**src/design/pfm_pkg.sv**
```systemverilog
// constants and types shared by the pin-function mux and its helpers.
// assumes one core clock and a synchronous active-low reset.
package pfm_pkg;

   // on-chip code size; fetches at or above it go off-chip
   localparam logic [15:0] ONCHIP_CODE_BYTES = 16'h4000;

   // position of the two-bit code range field in configuration byte zero
   localparam int CFG_RANGE_LSB = 2;

   // code range field encodings
   localparam logic [1:0] RANGE_NONE = 2'h0;
   localparam logic [1:0] RANGE_LOW = 2'h1;
   localparam logic [1:0] RANGE_HIGH = 2'h2;
   localparam logic [1:0] RANGE_ALL = 2'h3;

   // pullup enables per port: bit 0 port zero, bit 1 port one, bit 2 port two
   localparam logic [2:0] PULLUP_EN = 3'h6;

   // idle level of the interrupt pins, used for edge history after reset
   localparam logic [1:0] IRQ_PIN_IDLE = 2'h3;

   // values after reset
   localparam logic [7:0] BYTE_RESET = 8'h00;
   localparam logic [15:0] ADDR_RESET = 16'h0000;
   localparam logic [4:0] CA_RESET = 5'h00;

   // first counter-array pin on port one
   localparam int CA_PIN_LSB = 3;
   localparam int CA_PINS = 5;

   typedef enum logic [1:0] {
      PFM_IDLE,
      PFM_ADDR,
      PFM_STROBE
   } pfm_bus_state_t;

endpackage : pfm_pkg

```
**src/design/pfm_steer_if.sv**
```systemverilog
// carries a code fetch address to the steering helper and its verdict back.
// assumes both ends sit on the same core clock.
`timescale 1ns/1ns
interface pfm_steer_if;
   logic [15:0] fetch_addr;
   logic [1:0] range_sel;
   logic offchip;
   logic code_read_strobe_allowed;

   modport top (output fetch_addr, output range_sel, input offchip, input code_read_strobe_allowed);
   modport steer (input fetch_addr, input range_sel, output offchip, output code_read_strobe_allowed);
endinterface : pfm_steer_if

```
**src/design/pfm_pin_mux.sv**
```systemverilog
// pin-function mux: external bus on ports zero and two, code steering,
// external interrupt flags and counter-array pin routing.
// assumes the core raises one bus request at a time while bus_idle_out is high,
// and that all pin inputs are already synchronous to ref_clk_in.
//
// How it works
// ale pulses one cycle at each external cycle start with address on the pins.
// non-page mode keeps the high address byte on port two all cycle.
// non-page mode carries low address then data on port zero.
// page mode holds low address on port zero, data moves to port two.
// strap low sends every code fetch off-chip.
// strap high fetches on-chip below the on-chip size, off-chip above.
// strap is captured during reset and held until the next reset.
// board ties the strap low on parts without on-chip code.
// edge-select set means a falling pin edge sets the flag.
// edge-select clear means a low pin sets the flag every cycle.
// port zero as gpio is open drain with no pullup.
// ports one and two as gpio are quasi bidirectional with pullups.
// counter-array pins are inputs for capture, driven for compare and pwm.
// counter-array external clock pin can tick the counter-array timer.
// programmer puts the program pulse on the ale pin.
// code read strobe only for the range chosen in configuration byte zero.
// external data reads use the port-three read strobe.
// outside bus cycles ports zero and two go back to gpio.
`timescale 1ns/1ns
module pfm_pin_mux (
   input wire logic ref_clk_in, // core clock, 100 MHz
   input wire logic resetn_in, // synchronous reset, active low
   // core bus request side
   input wire logic bus_req_in, // one-cycle request pulse
   input wire logic [15:0] bus_addr_in, // request address
   input wire logic [7:0] bus_wdata_in, // write data
   input wire logic bus_write_in, // 1 data write, 0 read
   input wire logic bus_code_in, // 1 code fetch, 0 data access
   input wire logic page_mode_in, // page mode configuration
   input wire logic [7:0] user_config_byte_zero_in, // configuration byte zero
   output logic bus_idle_out, // ready for a request
   output logic bus_done_out, // external cycle finished, pulse
   output logic bus_onchip_out, // fetch served on-chip, pulse
   output logic [7:0] bus_rdata_out, // byte read by the last cycle
   // strap
   input wire logic ext_code_select_strap_in, // external-code strap pin
   output logic strap_latched_out, // strap value since reset
   // gpio latches from the core
   input wire logic [7:0] p0_gpio_in, // port zero latch
   input wire logic [7:0] p1_gpio_in, // port one latch
   input wire logic [7:0] p2_gpio_in, // port two latch
   // pins
   input wire logic [7:0] port_zero_pins_in, // port zero level
   output logic [7:0] port_zero_pins_out, // port zero drive value
   output logic [7:0] port_zero_pins_oe_n_out, // port zero enable, low drives
   input wire logic [7:0] port_one_pins_in, // port one level
   output logic [7:0] port_one_pins_out, // port one drive value
   output logic [7:0] port_one_pins_oe_n_out, // port one enable, low drives
   input wire logic [7:0] port_two_pins_in, // port two level
   output logic [7:0] port_two_pins_out, // port two drive value
   output logic [7:0] port_two_pins_oe_n_out, // port two enable, low drives
   output logic [2:0] port_pullup_en_out, // weak pullup per port
   output logic addr_latch_strobe_out, // address latch strobe, high
   output logic code_read_strobe_n_out, // code read strobe, low
   output logic data_read_strobe_n_out, // data read strobe, low
   output logic data_write_strobe_n_out, // data write strobe, low
   // external interrupts
   input wire logic [1:0] ext_irq_pins_in, // interrupt pins, active low
   input wire logic [1:0] ext_irq_edge_select_in, // edge-select bits
   input wire logic [1:0] ext_irq_clear_in, // flag clear pulses
   output logic [1:0] ext_irq_flags_out, // request flags
   // counter array
   input wire logic [4:0] ca_pin_alt_in, // pin used by the counter array
   input wire logic [4:0] ca_pin_drive_in, // 1 compare or pwm, 0 capture
   input wire logic [4:0] ca_pin_level_in, // compare or pwm output level
   output logic [4:0] counter_array_io_pins_capture_out, // sampled pin levels
   input wire logic ca_ext_clock_sel_in, // 1 tick from the external clock pin
   input wire logic ca_int_tick_in, // internal tick pulse
   output logic ca_tick_out // counter-array timer tick, pulse
);

   ////////////////////////////////////////////////////////////////////////////
   // bus cycle sequencer

   pfm_pkg::pfm_bus_state_t state_reg;
   pfm_pkg::pfm_bus_state_t state_next;
   logic [15:0] addr_reg;
   logic [7:0] wdata_reg;
   logic [7:0] rdata_reg;
   logic write_reg;
   logic code_reg;
   logic page_reg;
   logic code_read_strobe_ok_reg;
   logic done_reg;
   logic onchip_reg;

   pfm_steer_if st_if ();

   wire req_take;
   wire go_ext;
   wire in_addr;
   wire in_strobe;
   wire on_bus;

   assign req_take = bus_req_in && (state_reg == pfm_pkg::PFM_IDLE);
   assign go_ext = req_take && (!bus_code_in || st_if.offchip);
   assign in_addr = (state_reg == pfm_pkg::PFM_ADDR);
   assign in_strobe = (state_reg == pfm_pkg::PFM_STROBE);
   assign on_bus = in_addr || in_strobe;

   assign st_if.fetch_addr = bus_addr_in;
   assign st_if.range_sel = user_config_byte_zero_in[pfm_pkg::CFG_RANGE_LSB +: 2];

   always_comb begin
      state_next = state_reg;
      case (state_reg)
         pfm_pkg::PFM_IDLE: begin
            if (go_ext) begin
               state_next = pfm_pkg::PFM_ADDR;
            end
         end
         pfm_pkg::PFM_ADDR: state_next = pfm_pkg::PFM_STROBE;
         pfm_pkg::PFM_STROBE: state_next = pfm_pkg::PFM_IDLE;
         default: state_next = pfm_pkg::PFM_IDLE;
      endcase
   end

   always_ff @(posedge ref_clk_in) begin
      if (!resetn_in) begin
         state_reg <= pfm_pkg::PFM_IDLE;
         done_reg <= 1'b0;
         onchip_reg <= 1'b0;
      end else begin
         state_reg <= state_next;
         done_reg <= in_strobe;
         onchip_reg <= req_take && !go_ext;
      end
   end

   // request fields are held for the whole cycle, so the core may move on
   always_ff @(posedge ref_clk_in) begin
      if (!resetn_in) begin
         addr_reg <= pfm_pkg::ADDR_RESET;
         wdata_reg <= pfm_pkg::BYTE_RESET;
         write_reg <= 1'b0;
         code_reg <= 1'b0;
         page_reg <= 1'b0;
         code_read_strobe_ok_reg <= 1'b0;
      end else if (req_take) begin
         addr_reg <= bus_addr_in;
         wdata_reg <= bus_wdata_in;
         write_reg <= bus_write_in && !bus_code_in;
         code_reg <= bus_code_in;
         page_reg <= page_mode_in;
         code_read_strobe_ok_reg <= st_if.code_read_strobe_allowed;
      end
   end

   // page mode returns data on port two, otherwise on port zero
   always_ff @(posedge ref_clk_in) begin
      if (!resetn_in) begin
         rdata_reg <= pfm_pkg::BYTE_RESET;
      end else if (in_strobe && !write_reg) begin
         rdata_reg <= page_reg ? port_two_pins_in : port_zero_pins_in;
      end
   end

   assign bus_idle_out = (state_reg == pfm_pkg::PFM_IDLE);
   assign bus_done_out = done_reg;
   assign bus_onchip_out = onchip_reg;
   assign bus_rdata_out = rdata_reg;

   ////////////////////////////////////////////////////////////////////////////
   // strobes

   assign addr_latch_strobe_out = in_addr;
   assign code_read_strobe_n_out = !(in_strobe && code_reg && code_read_strobe_ok_reg);
   assign data_read_strobe_n_out = !(in_strobe && !code_reg && !write_reg);
   assign data_write_strobe_n_out = !(in_strobe && write_reg);

   ////////////////////////////////////////////////////////////////////////////
   // port zero and port two

   wire p0_drive_bus;
   wire p2_drive_bus;
   wire [7:0] p0_bus_val;
   wire [7:0] p2_bus_val;

   // a read strobe releases the data port so the memory can answer
   assign p0_drive_bus = in_addr || page_reg || write_reg;
   assign p0_bus_val = (in_addr || page_reg) ? addr_reg[7:0] : wdata_reg;
   assign p2_drive_bus = in_addr || !page_reg || write_reg;
   assign p2_bus_val = (in_addr || !page_reg) ? addr_reg[15:8] : wdata_reg;

   // gpio on port zero only ever pulls low: no pullup to drive a one
   assign port_zero_pins_out = on_bus ? p0_bus_val : pfm_pkg::BYTE_RESET;
   assign port_zero_pins_oe_n_out = on_bus ? (p0_drive_bus ? 8'h00 : 8'hff) : p0_gpio_in;
   assign port_two_pins_out = on_bus ? p2_bus_val : pfm_pkg::BYTE_RESET;
   assign port_two_pins_oe_n_out = on_bus ? (p2_drive_bus ? 8'h00 : 8'hff) : p2_gpio_in;
   assign port_pullup_en_out = pfm_pkg::PULLUP_EN;

   ////////////////////////////////////////////////////////////////////////////
   // port one and counter array

   logic [4:0] cap_reg;
   logic eci_prev_reg;
   logic tick_reg;
   wire eci_rise;

   assign port_one_pins_out[pfm_pkg::CA_PIN_LSB - 1:0] = pfm_pkg::BYTE_RESET[pfm_pkg::CA_PIN_LSB - 1:0];
   assign port_one_pins_oe_n_out[pfm_pkg::CA_PIN_LSB - 1:0] = p1_gpio_in[pfm_pkg::CA_PIN_LSB - 1:0];

   genvar k;
   generate
      for (k = 0; k < pfm_pkg::CA_PINS; k++) begin : g_ca
         localparam int PIN = pfm_pkg::CA_PIN_LSB + k;
         wire drive_w = ca_pin_alt_in[k] && ca_pin_drive_in[k];
         wire listen_w = ca_pin_alt_in[k] && !ca_pin_drive_in[k];
         assign port_one_pins_out[PIN] = drive_w && ca_pin_level_in[k];
         assign port_one_pins_oe_n_out[PIN] = listen_w || (!drive_w && p1_gpio_in[PIN]);
         always_ff @(posedge ref_clk_in) begin
            if (!resetn_in) begin
               cap_reg[k] <= pfm_pkg::CA_RESET[k];
            end else begin
               cap_reg[k] <= port_one_pins_in[PIN];
            end
         end
      end
   endgenerate

   assign counter_array_io_pins_capture_out = cap_reg;

   // the external clock pin sits just below the first counter-array pin
   assign eci_rise = port_one_pins_in[pfm_pkg::CA_PIN_LSB - 1] && !eci_prev_reg;

   always_ff @(posedge ref_clk_in) begin
      if (!resetn_in) begin
         eci_prev_reg <= 1'b1;
         tick_reg <= 1'b0;
      end else begin
         eci_prev_reg <= port_one_pins_in[pfm_pkg::CA_PIN_LSB - 1];
         tick_reg <= ca_ext_clock_sel_in ? eci_rise : ca_int_tick_in;
      end
   end

   assign ca_tick_out = tick_reg;

   ////////////////////////////////////////////////////////////////////////////
   // helpers

   pfm_code_steer u_steer (
      .ref_clk_in(ref_clk_in),
      .resetn_in(resetn_in),
      .strap_in(ext_code_select_strap_in),
      .strap_latched_out(strap_latched_out),
      .st(st_if.steer)
   );

   pfm_ext_irq u_irq (
      .ref_clk_in(ref_clk_in),
      .resetn_in(resetn_in),
      .pins_in(ext_irq_pins_in),
      .edge_sel_in(ext_irq_edge_select_in),
      .clear_in(ext_irq_clear_in),
      .flags_out(ext_irq_flags_out)
   );
endmodule : pfm_pin_mux

```
**src/design/pfm_code_steer.sv**
```systemverilog
// latches the external-code strap at reset and decides where a fetch goes.
// assumes the strap input is steady while reset is held.
`timescale 1ns/1ns
module pfm_code_steer (
   input wire logic ref_clk_in, // core clock
   input wire logic resetn_in, // synchronous reset, active low
   input wire logic strap_in, // external-code strap pin
   output logic strap_latched_out, // strap value held since reset
   pfm_steer_if.steer st // fetch address and verdict
);

   logic strap_reg;
   wire above_onchip;
   wire in_range;

   // sync reset: the flop simply follows the pin while reset is held
   always_ff @(posedge ref_clk_in) begin
      if (!resetn_in) begin
         strap_reg <= strap_in;
      end
   end

   assign strap_latched_out = strap_reg;
   assign above_onchip = (st.fetch_addr >= pfm_pkg::ONCHIP_CODE_BYTES);
   assign st.offchip = !strap_reg || above_onchip;

   assign in_range = (st.range_sel == pfm_pkg::RANGE_ALL) ||
                     ((st.range_sel == pfm_pkg::RANGE_LOW) && !st.fetch_addr[15]) ||
                     ((st.range_sel == pfm_pkg::RANGE_HIGH) && st.fetch_addr[15]);
   assign st.code_read_strobe_allowed = in_range;
endmodule : pfm_code_steer

```
**src/design/pfm_ext_irq.sv**
```systemverilog
// two external interrupt request flags, edge or level triggered.
// assumes pins are synchronous to the core clock.
`timescale 1ns/1ns
module pfm_ext_irq (
   input wire logic ref_clk_in, // core clock
   input wire logic resetn_in, // synchronous reset, active low
   input wire logic [1:0] pins_in, // interrupt pins, active low
   input wire logic [1:0] edge_sel_in, // 1 falling edge, 0 low level
   input wire logic [1:0] clear_in, // flag clear pulses from the core
   output logic [1:0] flags_out // request flags
);

   logic [1:0] prev_reg;
   logic [1:0] flag_reg;
   wire [1:0] set_w;

   genvar i;
   generate
      for (i = 0; i < 2; i++) begin : g_irq
         assign set_w[i] = edge_sel_in[i] ? (prev_reg[i] && !pins_in[i]) : !pins_in[i];
         // set beats clear so a request in the clear cycle survives
         always_ff @(posedge ref_clk_in) begin
            if (!resetn_in) begin
               prev_reg[i] <= pfm_pkg::IRQ_PIN_IDLE[i];
               flag_reg[i] <= 1'b0;
            end else begin
               prev_reg[i] <= pins_in[i];
               flag_reg[i] <= set_w[i] || (flag_reg[i] && !clear_in[i]);
            end
         end
      end
   endgenerate

   assign flags_out = flag_reg;
endmodule : pfm_ext_irq

```
**config.mk**
```make
export PLATFORM = sky130hd
export DESIGN_NAME = pfm_pin_mux
export DESIGN_NICKNAME = d
export VERILOG_FILES = /design/src/design/pfm_pkg.sv /design/src/design/pfm_steer_if.sv /design/src/design/pfm_pin_mux.sv /design/src/design/pfm_code_steer.sv /design/src/design/pfm_ext_irq.sv
export SDC_FILE = /design/constraint.sdc
export NUM_CORES = 1
export LEC_CHECK = 0
export BUFFER_PORTS_ARGS = -buffer_cell sky130_fd_sc_hd__clkbuf_2
export CORE_ASPECT_RATIO = 1.1
export CORE_MARGIN = 5
export CORE_UTILIZATION = 29
export CTS_CLUSTER_DIAMETER = 150
export DETAILED_ROUTE_END_ITERATION = 8
export GPL_TIMING_DRIVEN = 0
export PLACE_DENSITY_LB_ADDON = 0.15
export SYNTH_ARGS = -nofsm -noshare
export SYNTH_HDL_FRONTEND = slang
export SYNTH_SLANG_ARGS = --single-unit
```
**constraint.sdc**
```tcl
create_clock -name ref_clk_in -period 1.5 [get_ports ref_clk_in]
set_input_delay 0.075 -clock ref_clk_in [delete_from_list [all_inputs] [get_ports ref_clk_in]]
set_output_delay 0.075 -clock ref_clk_in [all_outputs]
set_load 0.01 [all_outputs]
```
After elaboration in Yosys (flattened, before gate mapping)
Index checks and enable logic that the tools add are counted.
Operators by class
  $lt $le $gt $ge: 1
  eq/ne operators: 6
  muxes and demuxes: 14
  reduce and logical (&&, ||, !) cells: 79
Operator list (number)
  $mux 8: 9
  $logic_and 1x1->1: 37
  $logic_not 1->1: 25
  $ge 16x15->1 const B: 1
  $logic_or 1x1->1: 16
  $eq 2x2->1 const B: 3
  $eq 2x1->1 const B: 2
  $pmux 2 s2: 1
  $mux 1: 3
  $logic_not 2->1: 1
  $mux 2: 1
  $ne 2x1->1 const B: 1
Word-level totals
  bits in registers: 52
  input port bits: 110
  output and inout port bits: 75
  logic and storage cells: 122

Logic depth before layout (Yosys ltp)
Gate-level depths: netlist (run 1).
  depth in word-level cells: 6
  gate-level depth with buffers: 7
  depth with buffers taken out: 5

Hierarchy
A second synthesis (run 1) with hierarchy kept.
Unflattened totals
  cell total of the unflattened synthesis: 326
  area, all modules: 2628.8 sq um
By module, submodules not included
  pfm_pin_mux: instances 1, cells an instance 310, area each 2432.3 sq um, seq. area each 940.9 sq um
  pfm_ext_irq: instances 1, cells an instance 12, area each 142.6 sq um, seq. area each 80.1 sq um
  pfm_code_steer: instances 1, cells an instance 4, area each 53.8 sq um, seq. area each 30.0 sq um

Worst setup path after synthesis (run 1)
Ideal clock, no wire load.
  path type: register to output
  start: register state_reg[0]
  end: output port_zero_pins_out[0]
  arrival: 1316 ps
  required time: 1425 ps
  slack: 109 ps
  stages on the path, launching flop included: 5
  path buffers: 1
  cell sequence: dfxtp_1 > inv_1 > ha_1 > clkbuf_1 > a21boi_0
Between the ends
  longest elaborated chain between the ends: 4
  elaborated cells between the ends (all ways): 6
  classes of those cells: eq/ne: 2; mux: 2; reduce/logical: 2
RTL lines
  start, declared: RTL line pfm_pin_mux.sv:81  | pfm_pkg::pfm_bus_state_t state_reg;
  start signal, assigned: RTL line pfm_pin_mux.sv:126  | state_reg <= pfm_pkg::PFM_IDLE;
  start signal, assigned: RTL line pfm_pin_mux.sv:130  | state_reg <= state_next;
  $eq 2x1->1: RTL line pfm_pin_mux.sv:103  | assign in_addr = (state_reg == pfm_pkg::PFM_ADDR);
  $logic_or 1x1->1: RTL line pfm_pin_mux.sv:187  | assign p0_bus_val = (in_addr || page_reg) ? addr_reg[7:0] : wdata_reg;
  $mux 8: RTL line pfm_pin_mux.sv:187
  $mux 8 (*): RTL line pfm_pin_mux.sv:192  | assign port_zero_pins_out = on_bus ? p0_bus_val : pfm_pkg::BYTE_RESET;
  end, declared: RTL line pfm_pin_mux.sv:50  | output logic [7:0] port_zero_pins_out,
Every way passes the cells marked *; elsewhere a longest branch is shown, timed or not.

Final worst setup path (run 1)
  start: register state_reg[0]
  end: output port_zero_pins_out[7]
Same word-level chain as after synthesis.

==> results.toml, run 1 <==
[synth]
synthesis.area_sq_mm = 0.00265
yosysSeqAreaShare_pct = 39.6
avgSynthCellArea_sq_um = 7.83
synthCells = 339
synth_edf_count = 1
synth_cell_types = 35
synth_top_family_by_area = "simple AND/OR/NAND/NOR gates"
synth-simple-area-share_pct = 22.0
yosys.area_share.adder_pct = 1.89
synthArstFlopShare_pct = 0
yosys.area_share.xor_xnor_pct = 0
synthFlopType = "dfxtp_1"
ys_ff_latch = 52
synth.area.mux_share_pct = 5.28
ys_warn_count = 0
synth-compound-area-share_pct = 19.8

[cts]
clk_path_buf_depth = 2
cts_made_buffers = 5
cts_root_buffer = "clkbuf_8"
clock_latency_ns = 0.31
clk_pin_slew_worst_paths_ns = 0.09
htree_levels = 2
cts_tree = "done"
numClockSinks = 52

[global_routing]
grt_pass1_wl_mm = 13.6
antenna_found_initial = 0
grt_max_degree = 16
grt_pass1_vias = 2976
track_usage_pct = 15.3
gr-total-overflow = 0

[sta]
max_clock_freq_ghz = 0.591
finalCritPeriodShare_pct = 113
layout_min_cycle_time_ns = 1.69
fin_ws_ns = -0.193
setup_tns_ns = -4.21
tightest_slew_ns = 0.526
hold_ws_ns = 0.00675
grt_setup_unrepaired = "yes"
hold_violations = 0
max-slew-margin-rel_pct = 64.9
final_max_slew_viol_count = 0
clock_skew_ns = 0.00650
final-setup-viol-count = 32

[worst_setup_path]
crit_type = "reg2out"
worstReg2RegEnd = "bus_rdata_out[7]"
cp-startpoint = "state_reg[0]"
critPathRequiredTime_ns = 1.42
r2r.worst_path.cells = 8
end_kind = "output port"
start_kind = "register"
r2r-start = "state_reg[0]"
ff2ff_setup_slack_ns = 0.05
critPathCapture = "port_zero_pins_out[7]"
crit_fanout = 7
worstPathArrival_ns = 1.62

[route]
dr.pass1.iters = 4
wirelength_mm = 8.88
drtIter0Drc = 69
antenna_left = 0
drcViolationCount = 0
num_vias = 2985
wl_per_cell_um = 13.2
routed_via_density = 4.42

[hold_path]
min_path_type = "in2reg"
hold_depth = 3

[floorplan]
fp.coreArea_sq_mm = 0.00892
pin_count = 185
rows = 36
die_area_sq_mm = 0.0112
die_x_um = 101
chipHeight_um = 110
start_util_pct = 29.8

[power_and_ir_drop]
power_frac_clock_pct = 14.1
vdd_drop_max_uv = 663
p_seq_share_pct = 29.8
pwr_density_cell_mw_per_mm2 = 1370
combPwrFrac_pct = 56.1
p_leak_nw = 2.13
switchingPower_w = 0.00232
p_int_w = 0.00368
p_sw_share_pct = 38.7

[finish]
layout-drive-gt1-share_pct = 46.0
num-fill-cells = 930
largest_reg_flops = 16
diodes = 0
final_nets = 674
area_delta_synth_final_pct = 64.6

[run]
cap_viol_max_count = 0

[run_status]
run_status = "finished, violations left"
violations = "negative setup slack"

[placement]
place_ws_ns = -0.292
routabilityCongestion = 0.761
hpwl_mm = 6.94
numPortBuffers = 166
critical path, cell delays in order (launching register included):
cell	delay, ns
dfxtp_4	0.39
inv_4	0.05
ha_4	0.26
buf_4	0.14
buf_6	0.10
buf_6	0.10
a21boi_2	0.13
buf_2	0.14
cell usage after synthesis, types with 7 or more instances:
library cell  count  share of area, %
inv_1            26               3.7
nand2b_1          8               1.9
mux2i_1          14               5.3
nor2_1            7              0.99
nand2_1          81                11
buf_2             8               1.5
a21boi_0          8               2.3
buf_4            12               3.4
o21ai_0          24               4.5
a21oi_1          29               5.5
dfxtp_1          51                38
a21boi_1          8               2.3
worst min-delay path by stage:
| stage | end | startpoint | slack [ns] |
|---|---|---|---|
| 2_1_floorplan | u_steer.strap_latched_out | ext_code_select_strap_in | 0.17 |
| 3_3_place_gp | u_steer.strap_latched_out | ext_code_select_strap_in | 0.27 |
| 3_5_place_dp | u_steer.strap_latched_out | ext_code_select_strap_in | 0.27 |
| 4_1_cts | wdata_reg[3] | bus_wdata_in[3] | 0.002 |
| 5_1_grt | wdata_reg[1] | bus_wdata_in[1] | 0.01 |
| 6_report | wdata_reg[2] | bus_wdata_in[2] | 0.007 |
power by group through the flow:
stage | Sequential, W | Clock, W | Combinational [W]
final | 0.00179 | 0.000845 | 0.00337
after global routing | 0.00181 | 0.000946 | 0.00371
after CTS | 0.00177 | 0.000883 | 0.00317
after detailed placement | 0.00178 | 0 | 0.00263
after global placement | 0.00178 | 0 | 0.00260
after floorplan | 0.00179 | 0 | 0.00159
timing repair:
action	in CTS	in global routing
hold endpoints to repair	30	2
setup endpoints to repair	53	38
hold buffers	30	1
pin swaps	5	9
gates resized for setup	54	46
buffers inserted	7	9
cell type report:
class	count	area [sq um]	share of cell area, %
buffer	29	224	5.13
clock buffer	6	82.6	1.89
clock inverter	2	10.0	0.229
inverter	26	103	2.35
multi-input combinational	235	1480	33.8
sequential	52	1060	24.2
tap	114	143	3.27
timing repair buffer	211	1270	29.1
through the flow:
step | instance area, sq um | cells | power [W] | utilization [%]
after floorplan | 2670 | 343 | 0.00339 | -
after global placement | 3640 | 623 | 0.00438 | 40.8
after detailed placement | 3640 | 623 | 0.00441 | 40.8
after CTS | 4230 | 668 | 0.00582 | 47.4
after global routing | 4370 | 675 | 0.00647 | 49.0
final | 4370 | 675 | 0.00600 | 49.0
cells by family (layout without fill, tap and decap cells):
group | count (synthesis) | in the layout
AO/OA/AOI/OAI | 85 | 85
adder cells (fa/ha/maj) | 4 | 4
buffers and inverters | 56 | 274
flip-flops | 52 | 52
multiplexers | 14 | 14
other | 2 | 6
AND/OR/NAND/NOR | 126 | 126
per-layer routing:
layer	global-route usage [%]	wire [um]
met1	17.1	3410
met2	28.5	4740
met3	3.84	577
met4	4.56	156
met5	0	0
placed cells by master, fill, tap and decap left out, drive strengths merged, types with 11 or more instances in the layout:
master,count
nor2,11
buf,61
inv,26
dfxtp,51
nand2,82
o21ai,24
a21boi,16
mux2i,14
clkbuf,154
a21oi,30
dlygate4sd3,31
No activity file was read; power rests on OpenSTA's default activity.
==> run 2: changes to the inputs <==
--- a/config.mk
+++ b/config.mk
@@ -7,8 +7,8 @@
 export LEC_CHECK = 0
 export BUFFER_PORTS_ARGS = -buffer_cell sky130_fd_sc_hd__clkbuf_2
 export CORE_ASPECT_RATIO = 1.1
-export CORE_MARGIN = 5
-export CORE_UTILIZATION = 29
+export CORE_MARGIN = 4
+export CORE_UTILIZATION = 41
 export CTS_CLUSTER_DIAMETER = 150
 export DETAILED_ROUTE_END_ITERATION = 8
 export GPL_TIMING_DRIVEN = 0
==> run 2 against run 1 <==
Compared with the run above: combinational power down 2%; sequential power about the same; sequential cell count is the same; clock power rose by 24%; fmax grew 4.0%; hold slack improved by 0.0055 ns; critical path type unchanged; setup slack improved by 0.065 ns; cell count fell by 5.5%; register-to-register slack is essentially flat; the run still ends with negative setup slack left; core utilization rose by 21 points.
==> results.toml, run 2 (synthesized netlist as in run 1, its figures left out) <==
[finish]
area_delta_synth_final_pct = 63.5
stdcell_count = 638
mostFrequentLayoutCells = "clkbuf_2, nand2_1, dfxtp_1, dlygate4sd3_1, a21oi_1"
largest_reg_flops = 16
final_nets = 671
diodes = 0
final_common_cell = "clkbuf_2"
layout-drive-gt1-share_pct = 45.5

[global_routing]
grt_pass1_wl_mm = 13.3
grt_pass1_vias = 2979
track_usage_pct = 20.6
antenna_found_initial = 0
gr-total-overflow = 0
grt_max_degree = 16

[floorplan]
die_area_sq_mm = 0.00783
chipHeight_um = 92.4
start_util_pct = 42.6
fp.coreArea_sq_mm = 0.00623
pin_count = 185
rows = 30
die_x_um = 84.7

[sta]
final-setup-viol-count = 33
hold_violations = 0
grt_setup_unrepaired = "yes"
finalCritPeriodShare_pct = 109
max_clock_freq_ghz = 0.614
fin_ws_ns = -0.128
clock_skew_ns = 0.00706
max-slew-margin-rel_pct = 64.9
tightest_slew_ns = 0.526
final_max_slew_viol_count = 0
layout_min_cycle_time_ns = 1.63

[placement]
routabilityCongestion = 0.803
hpwl_mm = 6.16
place_inst = 589
numPortBuffers = 166

[worst_setup_path]
crit_type = "reg2out"
start_kind = "register"
slowest_delay_ns = 0.38
path_buf_inv = 4
critPathRequiredTime_ns = 1.42
worstPathArrival_ns = 1.55
end_kind = "output port"
crit_fanout = 5
cpLargestDelayFamily = "buffers and inverters"
crit_chain = "inv_4 > ha_4 > buf_12 > buf_8 > a21boi_2 > buf_2"
crit_slowest_cell = "dfxtp_4"

[route]
routed_via_density = 4.71
wl_per_cell_um = 13.0
drcViolationCount = 0
drtIter0Drc = 110
num_vias = 3004
wirelength_mm = 8.27
antenna_left = 0
dr.pass1.iters = 4

[run]
cap_viol_max_count = 0

[cts]
cts_tree = "done"
numClockSinks = 52
clk_path_buf_depth = 2
cts_made_buffers = 5
clock_latency_ns = 0.31
cts_root_buffer = "clkbuf_8"
htree_levels = 2
clk_pin_slew_worst_paths_ns = 0.09

[run_status]
violations = "negative setup slack"
run_status = "finished, violations left"

[power_and_ir_drop]
vdd_drop_max_uv = 711
finalPower_w = 0.00613
pwr_density_cell_mw_per_mm2 = 1410
p_leak_nw = 2.13

[hold_path]
min_path_type = "in2reg"
## run 2: cell type report
cell class                 count  area, sq um
sequential                    52         1060
inverter                      26          103
multi-input combinational    235         1460
clock inverter                 1         30.0
buffer                        29          233
tap                           80          100
timing repair buffer         208         1270
clock buffer                   7         96.3
fill                         538         1890
## run 2: final timing paths
kind	from	to	slack, ns	cells after the start
hold reg to reg	addr_reg[2]	addr_reg[2]	0.46	2
setup reg to reg	state_reg[1]	bus_rdata_out[6]	0.06	7
setup / recovery	state_reg[0]	port_zero_pins_out[3]	-0.13	6
hold / removal	ext_irq_clear_in[1]	u_irq.flags_out[1]	0.01	3
## run 2: repair_timing
action                                 in CTS  in global routing
gates resized for setup                    53                 50
pin swaps                                   9                 19
hold buffers                               36                  0
setup endpoints to repair                  53                 38
gates cloned                                0                  1
endpoints found under the hold margin      33                  0
buffers inserted                            3                  2
## run 2: per-stage QoR
| stage | area (sq um) | hold slack (ns) | TNS [ns] | util, % | setup WS (ns) |
|---|---|---|---|---|---|
| after floorplan | 2670 | 0.174 | 0 | - | 0.109 |
| after global placement | 3600 | 0.254 | -1.86 | 57.8 | -0.197 |
| after detailed placement | 3600 | 0.263 | -2.41 | 57.8 | -0.197 |
| after CTS | 4230 | 0.00147 | -3.27 | 67.9 | -0.134 |
| after global routing | 4340 | 0.0133 | -6.39 | 69.6 | -0.237 |
| final | 4340 | 0.0122 | -3.06 | 69.6 | -0.128 |
## run 2: power breakdown
group	internal (W)	total [W]	switching (W)
sequential	0.00163	0.00179	0.000163
combinational	0.00164	0.00329	0.00165
clock	0.000589	0.00105	0.000456
## run 2: per-layer routing
metal / GRT usage (%) / share of wire, %
met1: 22.8 / 38
met2: 39.2 / 53
met3: 5.25 / 7.9
met4: 4.49 / 0.85
met5: 0 / 0
## run 2: worst min-delay path: stages
cell      delay, ns
clkbuf_2       0.07
nand2b_1       0.08
a21oi_1        0.05
